**src/rtl/scf_pkg.sv**
```systemverilog
package scf_pkg;

	// ==========================================================
	// packet framing constants
	localparam logic [7:0]  SCF_START_BYTE   = 8'h3a;
	localparam logic [7:0]  SCF_TERM_CR      = 8'h0d;
	localparam logic [7:0]  SCF_TERM_LF      = 8'h0a;
	localparam logic [15:0] SCF_DEF_ADDR     = 16'h0001;
	localparam int          SCF_PAYLOAD_W    = 16;
	localparam logic [15:0] SCF_ZERO16       = 16'h0000;
	localparam logic [15:0] SCF_ONE16        = 16'h0001;

	// ==========================================================
	// request issued by the host user
	typedef struct packed {
		logic [15:0] addr;
		logic [15:0] cmd;
		logic [15:0] len;
	} scf_hdr_t;

	// ==========================================================
	// byte stream beat (payload bytes)
	typedef struct packed {
		logic [7:0] data;
		logic       last;
	} scf_beat_t;

	// ==========================================================
	// parsed response summary
	typedef struct packed {
		logic [15:0] addr;
		logic [15:0] cmd;
		logic [15:0] len;
		logic        sum_err;
		logic        term_err;
	} scf_resp_t;

	typedef enum logic [3:0] {
		SCF_FLD_START,
		SCF_FLD_ADDR_L,
		SCF_FLD_ADDR_H,
		SCF_FLD_CMD_L,
		SCF_FLD_CMD_H,
		SCF_FLD_LEN_L,
		SCF_FLD_LEN_H,
		SCF_FLD_DATA,
		SCF_FLD_SUM_L,
		SCF_FLD_SUM_H,
		SCF_FLD_CR,
		SCF_FLD_LF
	} scf_field_t;

endpackage : scf_pkg

```
**src/rtl/scf_skid_buf.sv**
```systemverilog
`timescale 1ns/1ps
`default_nettype none
// ==========================================================
// two-entry buffer: a stall on the drain side loses no word
module scf_skid_buf #(
	parameter int WIDTH = 9,
	parameter int DEPTH = 2
) (
	input  wire logic             i_clock,   // system clock
	input  wire logic             i_sys_rst, // sync reset
	input  wire logic [WIDTH-1:0] i_data,    // fill data
	input  wire logic             i_valid,   // fill valid
	output logic                  o_ready,   // room for a word
	output logic      [WIDTH-1:0] o_data,    // drain data
	output logic                  o_valid,   // word available
	input  wire logic             i_ready    // drain accepts
);
	localparam int AW = (DEPTH > 1) ? $clog2(DEPTH) : 1;

	logic [WIDTH-1:0] mem_r [DEPTH];
	logic [AW-1:0]    wr_ptr_r;
	logic [AW-1:0]    rd_ptr_r;
	logic [AW:0]      count_r;
	logic             push;
	logic             pop;

	assign push    = i_valid && (count_r != (AW+1)'(DEPTH));
	assign pop     = (count_r != '0) && i_ready;
	assign o_ready = (count_r != (AW+1)'(DEPTH));
	assign o_valid = (count_r != '0);
	assign o_data  = mem_r[rd_ptr_r];

	always_ff @(posedge i_clock) begin
		if (push) begin
			mem_r[wr_ptr_r] <= i_data;
		end
	end

	always_ff @(posedge i_clock) begin
		if (i_sys_rst) begin
			wr_ptr_r <= '0;
			rd_ptr_r <= '0;
			count_r  <= '0;
		end else begin
			if (push) begin
				wr_ptr_r <= (wr_ptr_r == AW'(DEPTH-1)) ? '0 : wr_ptr_r + AW'(1);
			end
			if (pop) begin
				rd_ptr_r <= (rd_ptr_r == AW'(DEPTH-1)) ? '0 : rd_ptr_r + AW'(1);
			end
			count_r <= count_r + (AW+1)'(push) - (AW+1)'(pop);
		end
	end

endmodule : scf_skid_buf
`default_nettype wire

```
**src/rtl/scf_host_framer.sv**
```systemverilog
`timescale 1ns/1ps
`default_nettype none
// Operation
// - host alone starts a transaction; one request outstanding until reply ends
// - every packet starts with byte 3Ah; receiver restarts on it (here 3Ah is sought only between frames; mid-frame it is a field byte)
// - sensor address at bytes 1 and 2, low byte first
// - command number at bytes 3 and 4, low byte first
// - payload length n at bytes 5 and 6, low byte first
// - exactly n payload bytes from byte 7; none when n is zero
// - checksum sums bytes 1 to last payload, sent low then high
// - receiver recomputes checksum and flags mismatch
// - packet ends with 0Dh then 0Ah
// - GET usually carries no payload; reply carries requested data
// - multi-byte payload values go least significant byte first
module scf_host_framer
	import scf_pkg::*;
#(
	parameter int BUF_DEPTH = 2
) (
	input  wire logic       i_clock,      // 40 MHz system clock
	input  wire logic       i_sys_rst,    // sync reset, active high
	input  wire scf_hdr_t   i_req_hdr,    // request header
	input  wire logic       i_req_valid,  // start a request
	output logic            o_req_ready,  // idle, request may be taken
	input  wire logic [7:0] i_pl_data,    // request payload byte
	input  wire logic       i_pl_valid,   // payload byte valid
	output logic            o_pl_ready,   // payload byte taken
	output logic [7:0]      o_tx_data,    // serial link byte out
	output logic            o_tx_valid,   // link byte valid
	input  wire logic       i_tx_ready,   // link accepts byte
	input  wire logic [7:0] i_rx_data,    // serial link byte in
	input  wire logic       i_rx_valid,   // link byte strobe
	output logic [7:0]      o_rpl_data,   // reply payload byte
	output logic            o_rpl_last,   // last reply payload byte
	output logic            o_rpl_valid,  // reply payload valid
	input  wire logic       i_rpl_ready,  // user accepts reply byte
	output scf_resp_t       o_resp,       // reply header and errors
	output logic            o_resp_valid  // one pulse per ended reply
);

	// ==========================================================
	// pin-side inputs pass three flops; change once 2nd and 3rd agree
	logic [2:0] rxv_sync_r;
	logic [7:0] rxd_s1_r, rxd_s2_r, rxd_s3_r;
	logic       rx_stb;
	logic       rxv_seen_r;

	always_ff @(posedge i_clock) begin
		if (i_sys_rst) begin
			rxv_sync_r <= '0;
			rxd_s1_r   <= '0;
			rxd_s2_r   <= '0;
			rxd_s3_r   <= '0;
		end else begin
			rxv_sync_r <= {rxv_sync_r[1:0], i_rx_valid};
			rxd_s1_r   <= i_rx_data;
			rxd_s2_r   <= rxd_s1_r;
			rxd_s3_r   <= rxd_s2_r;
		end
	end

	// strobe taken once per agreed high level of the valid line
	always_ff @(posedge i_clock) begin
		if (i_sys_rst) begin
			rxv_seen_r <= 1'b0;
		end else if (rxv_sync_r[2] == rxv_sync_r[1]) begin
			rxv_seen_r <= rxv_sync_r[2];
		end
	end
	assign rx_stb = (rxv_sync_r[2] && rxv_sync_r[1]) && !rxv_seen_r;

	// ==========================================================
	// transmit path
	scf_field_t  tx_fld_r;
	logic        tx_busy_r;
	scf_hdr_t    hdr_r;
	logic [15:0] tx_cnt_r;
	logic [15:0] tx_sum_r;
	logic [7:0]  tx_byte;
	logic        tx_byte_ok;
	logic        buf_ready;
	logic        tx_adv;
	logic        wait_rpl_r;

	always_comb begin
		tx_byte    = SCF_START_BYTE;
		tx_byte_ok = tx_busy_r;
		case (tx_fld_r)
			SCF_FLD_START:  tx_byte = SCF_START_BYTE;
			SCF_FLD_ADDR_L: tx_byte = hdr_r.addr[7:0];
			SCF_FLD_ADDR_H: tx_byte = hdr_r.addr[15:8];
			SCF_FLD_CMD_L:  tx_byte = hdr_r.cmd[7:0];
			SCF_FLD_CMD_H:  tx_byte = hdr_r.cmd[15:8];
			SCF_FLD_LEN_L:  tx_byte = hdr_r.len[7:0];
			SCF_FLD_LEN_H:  tx_byte = hdr_r.len[15:8];
			// payload passes in user order, lsb first
			SCF_FLD_DATA: begin
				tx_byte    = i_pl_data;
				tx_byte_ok = tx_busy_r && i_pl_valid;
			end
			SCF_FLD_SUM_L:  tx_byte = tx_sum_r[7:0];
			SCF_FLD_SUM_H:  tx_byte = tx_sum_r[15:8];
			SCF_FLD_CR:     tx_byte = SCF_TERM_CR;
			SCF_FLD_LF:     tx_byte = SCF_TERM_LF;
			default:        tx_byte_ok = 1'b0;
		endcase
	end

	assign tx_adv     = tx_byte_ok && buf_ready;
	assign o_pl_ready = tx_busy_r && (tx_fld_r == SCF_FLD_DATA) && buf_ready;

	scf_skid_buf #(
		.WIDTH (8),
		.DEPTH (BUF_DEPTH)
	) u_tx_buf (
		.i_clock   (i_clock),
		.i_sys_rst (i_sys_rst),
		.i_data    (tx_byte),
		.i_valid   (tx_byte_ok),
		.o_ready   (buf_ready),
		.o_data    (o_tx_data),
		.o_valid   (o_tx_valid),
		.i_ready   (i_tx_ready)
	);

	// a new request only when idle and no reply is pending
	always_ff @(posedge i_clock) begin
		if (i_sys_rst) begin
			o_req_ready <= 1'b0;
		end else begin
			o_req_ready <= !tx_busy_r && !wait_rpl_r && !(i_req_valid && o_req_ready);
		end
	end

	always_ff @(posedge i_clock) begin
		if (i_sys_rst) begin
			tx_busy_r <= 1'b0;
			tx_fld_r  <= SCF_FLD_START;
			hdr_r     <= '0;
			tx_cnt_r  <= '0;
			tx_sum_r  <= '0;
		end else if (!tx_busy_r) begin
			if (i_req_valid && o_req_ready) begin
				tx_busy_r <= 1'b1;
				tx_fld_r  <= SCF_FLD_START;
				hdr_r     <= i_req_hdr;
				tx_cnt_r  <= i_req_hdr.len;
				tx_sum_r  <= '0;
			end
		end else if (tx_adv) begin
			// sum wraps at 16 bits; start byte excluded
			if (tx_fld_r != SCF_FLD_START && tx_fld_r < SCF_FLD_SUM_L) begin
				tx_sum_r <= tx_sum_r + {8'h00, tx_byte};
			end
			case (tx_fld_r)
				SCF_FLD_LEN_H: begin
					// skip payload when length is zero
					tx_fld_r <= (tx_cnt_r == SCF_ZERO16) ? SCF_FLD_SUM_L : SCF_FLD_DATA;
				end
				SCF_FLD_DATA: begin
					tx_cnt_r <= tx_cnt_r - SCF_ONE16;
					if (tx_cnt_r == SCF_ONE16) begin
						tx_fld_r <= SCF_FLD_SUM_L;
					end
				end
				SCF_FLD_LF: begin
					tx_busy_r <= 1'b0;
					tx_fld_r  <= SCF_FLD_START;
				end
				default: tx_fld_r <= scf_field_t'(tx_fld_r + 4'h1);
			endcase
		end
	end

	// ==========================================================
	// receive parser
	scf_field_t  rx_fld_r;
	logic        rx_act_r;
	logic [15:0] rx_cnt_r;
	logic [15:0] rx_sum_r;
	logic [15:0] rx_chk_r;
	logic        rx_term_bad_r;
	scf_resp_t   rx_hdr_r;
	logic        rpl_push;
	logic [8:0]  rpl_beat;

	always_ff @(posedge i_clock) begin
		if (i_sys_rst) begin
			wait_rpl_r <= 1'b0;
		end else if (tx_busy_r && tx_adv && tx_fld_r == SCF_FLD_LF) begin
			wait_rpl_r <= 1'b1;
		end else if (rx_stb && rx_act_r && rx_fld_r == SCF_FLD_LF) begin
			wait_rpl_r <= 1'b0;
		end
	end

	// payload byte pushed to the reply buffer; a full buffer drops it and
	// the user sees a short reply, the link itself cannot be stalled
	// reply data to user
	assign rpl_push = rx_stb && rx_act_r && rx_fld_r == SCF_FLD_DATA;
	assign rpl_beat = {rxd_s3_r, rx_cnt_r == SCF_ONE16};

	scf_skid_buf #(
		.WIDTH (9),
		.DEPTH (BUF_DEPTH)
	) u_rpl_buf (
		.i_clock   (i_clock),
		.i_sys_rst (i_sys_rst),
		.i_data    (rpl_beat),
		.i_valid   (rpl_push),
		.o_ready   (),
		.o_data    ({o_rpl_data, o_rpl_last}),
		.o_valid   (o_rpl_valid),
		.i_ready   (i_rpl_ready)
	);

	always_ff @(posedge i_clock) begin
		if (i_sys_rst) begin
			rx_act_r      <= 1'b0;
			rx_fld_r      <= SCF_FLD_START;
			rx_cnt_r      <= '0;
			rx_sum_r      <= '0;
			rx_chk_r      <= '0;
			rx_term_bad_r <= 1'b0;
			rx_hdr_r      <= '0;
			o_resp        <= '0;
			o_resp_valid  <= 1'b0;
		end else begin
			o_resp_valid <= 1'b0;
			if (rx_stb) begin
				if (!rx_act_r || rx_fld_r == SCF_FLD_START) begin
					if (rxd_s3_r == SCF_START_BYTE) begin
						rx_act_r      <= 1'b1;
						rx_fld_r      <= SCF_FLD_ADDR_L;
						rx_sum_r      <= '0;
						rx_term_bad_r <= 1'b0;
					end
				end else begin
					// running sum wraps at 16 bits
					if (rx_fld_r < SCF_FLD_SUM_L) begin
						rx_sum_r <= rx_sum_r + {8'h00, rxd_s3_r};
					end
					case (rx_fld_r)
						SCF_FLD_ADDR_L: rx_hdr_r.addr[7:0]  <= rxd_s3_r;
						SCF_FLD_ADDR_H: rx_hdr_r.addr[15:8] <= rxd_s3_r;
						SCF_FLD_CMD_L:  rx_hdr_r.cmd[7:0]   <= rxd_s3_r;
						SCF_FLD_CMD_H:  rx_hdr_r.cmd[15:8]  <= rxd_s3_r;
						SCF_FLD_LEN_L: begin
							rx_hdr_r.len[7:0] <= rxd_s3_r;
							rx_cnt_r[7:0]     <= rxd_s3_r;
						end
						SCF_FLD_LEN_H: begin
							rx_hdr_r.len[15:8] <= rxd_s3_r;
							rx_cnt_r[15:8]     <= rxd_s3_r;
						end
						SCF_FLD_SUM_L:  rx_chk_r[7:0]  <= rxd_s3_r;
						SCF_FLD_SUM_H:  rx_chk_r[15:8] <= rxd_s3_r;
						SCF_FLD_DATA:   rx_cnt_r <= rx_cnt_r - SCF_ONE16;
						SCF_FLD_CR: rx_term_bad_r <= (rxd_s3_r != SCF_TERM_CR);
						default: ;
					endcase
					case (rx_fld_r)
						// zero length goes straight to checksum
						SCF_FLD_LEN_H: begin
							rx_fld_r <= ({rxd_s3_r, rx_cnt_r[7:0]} == SCF_ZERO16)
								? SCF_FLD_SUM_L : SCF_FLD_DATA;
						end
						SCF_FLD_DATA: begin
							if (rx_cnt_r == SCF_ONE16) begin
								rx_fld_r <= SCF_FLD_SUM_L;
							end
						end
						SCF_FLD_LF: begin
							rx_act_r         <= 1'b0;
							rx_fld_r         <= SCF_FLD_START;
							o_resp.addr      <= rx_hdr_r.addr;
							o_resp.cmd       <= rx_hdr_r.cmd;
							o_resp.len       <= rx_hdr_r.len;
							o_resp.sum_err   <= (rx_sum_r != rx_chk_r);
							o_resp.term_err  <= rx_term_bad_r || (rxd_s3_r != SCF_TERM_LF);
							o_resp_valid     <= 1'b1;
						end
						default: rx_fld_r <= scf_field_t'(rx_fld_r + 4'h1);
					endcase
				end
			end
		end
	end

endmodule : scf_host_framer
`default_nettype wire

```
**config.mk**
```make
export PLATFORM = sky130hd
export DESIGN_NAME = scf_host_framer
export DESIGN_NICKNAME = d
export VERILOG_FILES = /design/src/rtl/scf_pkg.sv /design/src/rtl/scf_skid_buf.sv /design/src/rtl/scf_host_framer.sv
export SDC_FILE = /design/constraint.sdc
export NUM_CORES = 1
export LEC_CHECK = 0
export ABC_AREA = 1
export BUFFER_PORTS_ARGS = -buffer_cell sky130_fd_sc_hd__buf_2
export CORE_MARGIN = 2
export CORE_UTILIZATION = 38
export CTS_CLUSTER_SIZE = 14
export DETAILED_ROUTE_END_ITERATION = 10
export PLACE_DENSITY_LB_ADDON = 0.12
export SYNTH_ARGS = -nofsm -noshare
export SYNTH_HDL_FRONTEND = slang
export SYNTH_HIERARCHICAL = 1
export SYNTH_SLANG_ARGS = --single-unit
```
**constraint.sdc**
```tcl
create_clock -name i_clock -period 2.9 [get_ports i_clock]
set_clock_uncertainty 0.05 [all_clocks]
set_input_delay 0.145 -clock i_clock [delete_from_list [all_inputs] [get_ports i_clock]]
set_output_delay 0.145 -clock i_clock [all_outputs]
set_load 0.01 [all_outputs]
```
==> impl_results.md <==
- RD Place Congestion: roughly 0.89
- Crit-path max FO: 5
- Initial DRC Count: a little under 600
- WL/cell: 15.3 um
- Mapped Cells: 1911
- Final setup vio count: 0
- Antenna-violating nets left: 0
- CP Capture Type: flop
- Critical path arrival: 3.19 ns
- Max Fclk: 0.357 GHz
- Crit path max-delay family: simple AND/OR/NAND/NOR gates
- Via density: just under 5
- WP buf/inv: 3
- FF/Latch Area: 6600 um2
- P per Cell Area: between 500 and 600 nW/um2
- Routed WL: 41200 um
- Worst path cell trace: inv_4, ha_4, buf_6, a32o_2, a211oi_2, a21oi_2, ha_1, nand2_1, nor2_1, nand3_2, nand3_1, nand2_1, inv_1, nand3_1, nand2_1, nor2_1
- Crit share post-route: 0.966
- Die boundary height: between 150 and 200 um
- HPWL Detailed: between 20000 and 30000 um
- Internal: roughly 7.7 mW
- Total chip power: between 10 and 15 mW
- CTS tree: done
- Remaining DRCs: 0
- Worst-skew pair later-pin latency: ~0.55 ns
- Die width: between 150 and 200 um
- Die ar.: 39600 um2
- Num CTS Buffers: 36
- Max Cap Viol: 0
- Largest net degree at the start of global routing: 64
- Layout cells sized above 1: 0.202
- Post-synthesis sequential area ratio: 0.455
- Placed Instance Area: roughly 16000 um2
- Vias: about 13000
- Ys Warns: 6
- RSZ-0062 raised after global routing: true
- Pre-Repair DR Iteration Count: 8
- H-tree Lvls: 2
- Crit path largest cell delay: between 0.3 and 0.4 ns
- Clock transition at the registers of the reported paths: around 0.06 ns
- Mapped Area: approximately 14000 um2
- Final worst setup slack: 0.0977 ns
- DP Worst Slack: -0.201 ns
- CP dominant cell by count: nand2_1
- Max Transition Viols Final: 0
- Root Driver: clkbuf_16
- Final #Nets: about 2300
- Fin. Hold Viols: 0
- Ports: ~140
- Max-slew headroom: 0.542
- Min cycle time layout: about 2.8 ns
- Clk pwr share: 0.446
- Register bit total from synthesis: roughly 310
- Number of core rows: 71
- Max VDD drop: 454 uV
- Number of fill cells: between 3000 and 4000
- GRT Util Overall: 0.206
- Critical Path RT: ~3.3 ns
- Syn Nets: just over 2000
- CTS Buffer Depth: 3
- Net Sw Power: 2.59 mW
- Setup Crit Path Kind: flop to flop
- Initial antenna violation count: 0
- Syn avg cell area: 7.57 um2
- Pleak: between 8 and 9 nW
- Comb power frac: 0.108
- Area delta synth->final: 27.6%
- Slowest-stage cell, CP: dfxtp_4
- First-pass GRT wire length: around 65000 um
- Worst hold slack: about 0.078 ns
- Finished Cell Area: roughly 18000 um2
- Port buffer count: ~140
- Total clock sinks: 312
- HP Class: input port to flop
- Cell variety after synth: 51
- Status: complete, no violations
- Final std cells w/o fill: 2697
- Vias in the first global route: approximately 12000
- Placed insts: around 2600
- N_diodes: 0
- Sw Ratio: 0.251
- Sequential power share: 0.446
- Remaining global-route overflow: 0
- Multi-input gate area: between 7000 and 8000 um2
- Tightest Pin Transition: roughly 0.69 ns
- Initial core utilization: 0.385
- Startpoint Class: flop
- Core Region: ~38000 um2
==> power groups by stage <==
stage	sequential (mW)	combinational, mW	clock, mW
2_1_floorplan	4.64	0.671	0
6_report	4.60	1.11	4.60
5_1_grt	4.62	1.25	4.89
3_3_place_gp	4.69	0.983	0
3_5_place_dp	4.69	0.991	0
4_1_cts	4.60	1.07	4.71
==> worst min-delay path, delay by kind of cell <==
family / cells / cell delay [ns]
simple gates: 1 / 0.11
buf+inv: 2 / 0.23
compound gates: 1 / 0.07
==> metal layers <==
metal  part of all wire  track usage  vias to the layer above
li1                   -            -                     6735
met1               0.45        0.263                     6092
met2               0.48        0.353                      263
met3              0.040       0.0300                       66
met4              0.026       0.0738                        0
met5                  0            0                        -
==> final timing paths <==
path / startpoint / end / slack [ns] / depth (start not counted)
setup reg to reg: tx_fld_r[1] / tx_sum_r[15] / 0.1 / 16
hold reg to reg: rxd_s1_r[7] / rxd_s2_r[7] / 0.35 / 2
hold / removal: i_pl_data[3] / u_tx_buf/mem_r[1][3] / 0.08 / 4
setup / recovery: tx_fld_r[1] / tx_sum_r[15] / 0.1 / 16
==> cells by family (layout without fill, tap and decap cells) <==
family | count (synthesis) | count (layout) | synth area share
AND/OR/NAND/NOR | 761 | 761 | 0.227
AO/OA/AOI/OAI | 437 | 437 | 0.161
flip-flops | 312 | 312 | 0.455
buffers and inverters | 308 | 583 | 0.0864
adder cells (fa/ha/maj) | 40 | 40 | 0.0356
XOR/XNOR | 36 | 36 | 0.0218
multiplexers | 17 | 17 | 0.0132
==> area by class of cell <==
class | instances | area share
tap | 511 | 0.0347
clock inverter | 17 | 0.0112
clock buffer | 46 | 0.0536
inverter | 228 | 0.0480
sequential | 312 | 0.358
multi-input combinational | 1291 | 0.385
timing repair buffer | 292 | 0.110
==> synth_stat cells, drive strengths merged <==
library cell / count / area share
or2: 6 / 0.0026
nor2: 293 / 0.083
edfxtp: 34 / 0.071
a31oi: 13 / 0.0056
nor3: 17 / 0.0066
a21o: 1 / 0.00052
o21ai: 222 / 0.077
xor2: 24 / 0.015
nor3b: 2 / 0.0010
nor4: 1 / 0.00043
mux2: 17 / 0.013
inv: 227 / 0.060
nand4: 16 / 0.0084
fa: 2 / 0.0028
clkbuf: 52 / 0.013
xnor2: 12 / 0.0073
o31ai: 1 / 0.00052
a21boi: 2 / 0.0010
ha: 38 / 0.033
a221oi: 15 / 0.0091
clkinv: 1 / 0.00026
a41oi: 2 / 0.0012
nand2: 332 / 0.092
a32o: 2 / 0.0014
dfxtp: 278 / 0.38
a21oi: 164 / 0.057
nand3: 92 / 0.032
a211oi: 7 / 0.0036
a22o: 1 / 0.00061
and2: 1 / 0.00043
o22ai: 4 / 0.0017
o211ai: 2 / 0.0010
buf: 28 / 0.013
o21a: 1 / 0.00052
nand3b: 1 / 0.00052
==> sequential cells by signal, indices dropped and copies added (netlist names), 2 cells and up, named ones only <==
signal and flops:
u_rpl_buf/mem_r 18, rxv_sync_r 3, rx_cnt_r 16, rx_chk_r 16
rxd_s3_r 8, rx_sum_r 16, rx_fld_r 4, rxd_s1_r 8
hdr_r 48, rx_hdr_r 48, tx_cnt_r 16, tx_fld_r 4
rxd_s2_r 8, u_tx_buf/mem_r 16, tx_sum_r 16, u_rpl_buf/count_r 2
o_resp 50, u_tx_buf/count_r 2
==> metrics by stage <==
step	util	setup TNS [ns]
finish	0.491	0
global route	0.491	-0.494
CTS	0.477	-0.0317
detailed placement	0.426	-1.52
global placement	0.426	-0.432
floorplan	-	0
==> layout by cell type, fill, tap and decap left out, types with 62 or more instances in the layout <==
cell type        n
nand2_1        301
a21oi_1        158
o21ai_0        214
dlygate4sd3_1   62
buf_2          141
nor2_1         273
inv_1          204
nand3_1         84
buf_4           85
dfxtp_1        274
==> repair_timing <==
| item | in CTS | in global routing |
|---|---|---|
| endpoints found under the setup margin | 12 | 22 |
| setup buffers | 3 | 10 |
| gates resized for setup | 15 | 106 |
| hold endpoints to repair | 97 | 0 |
| pin swaps | 4 | 32 |
| hold buffers | 62 | 0 |
No activity file was read; power rests on OpenSTA's default activity.
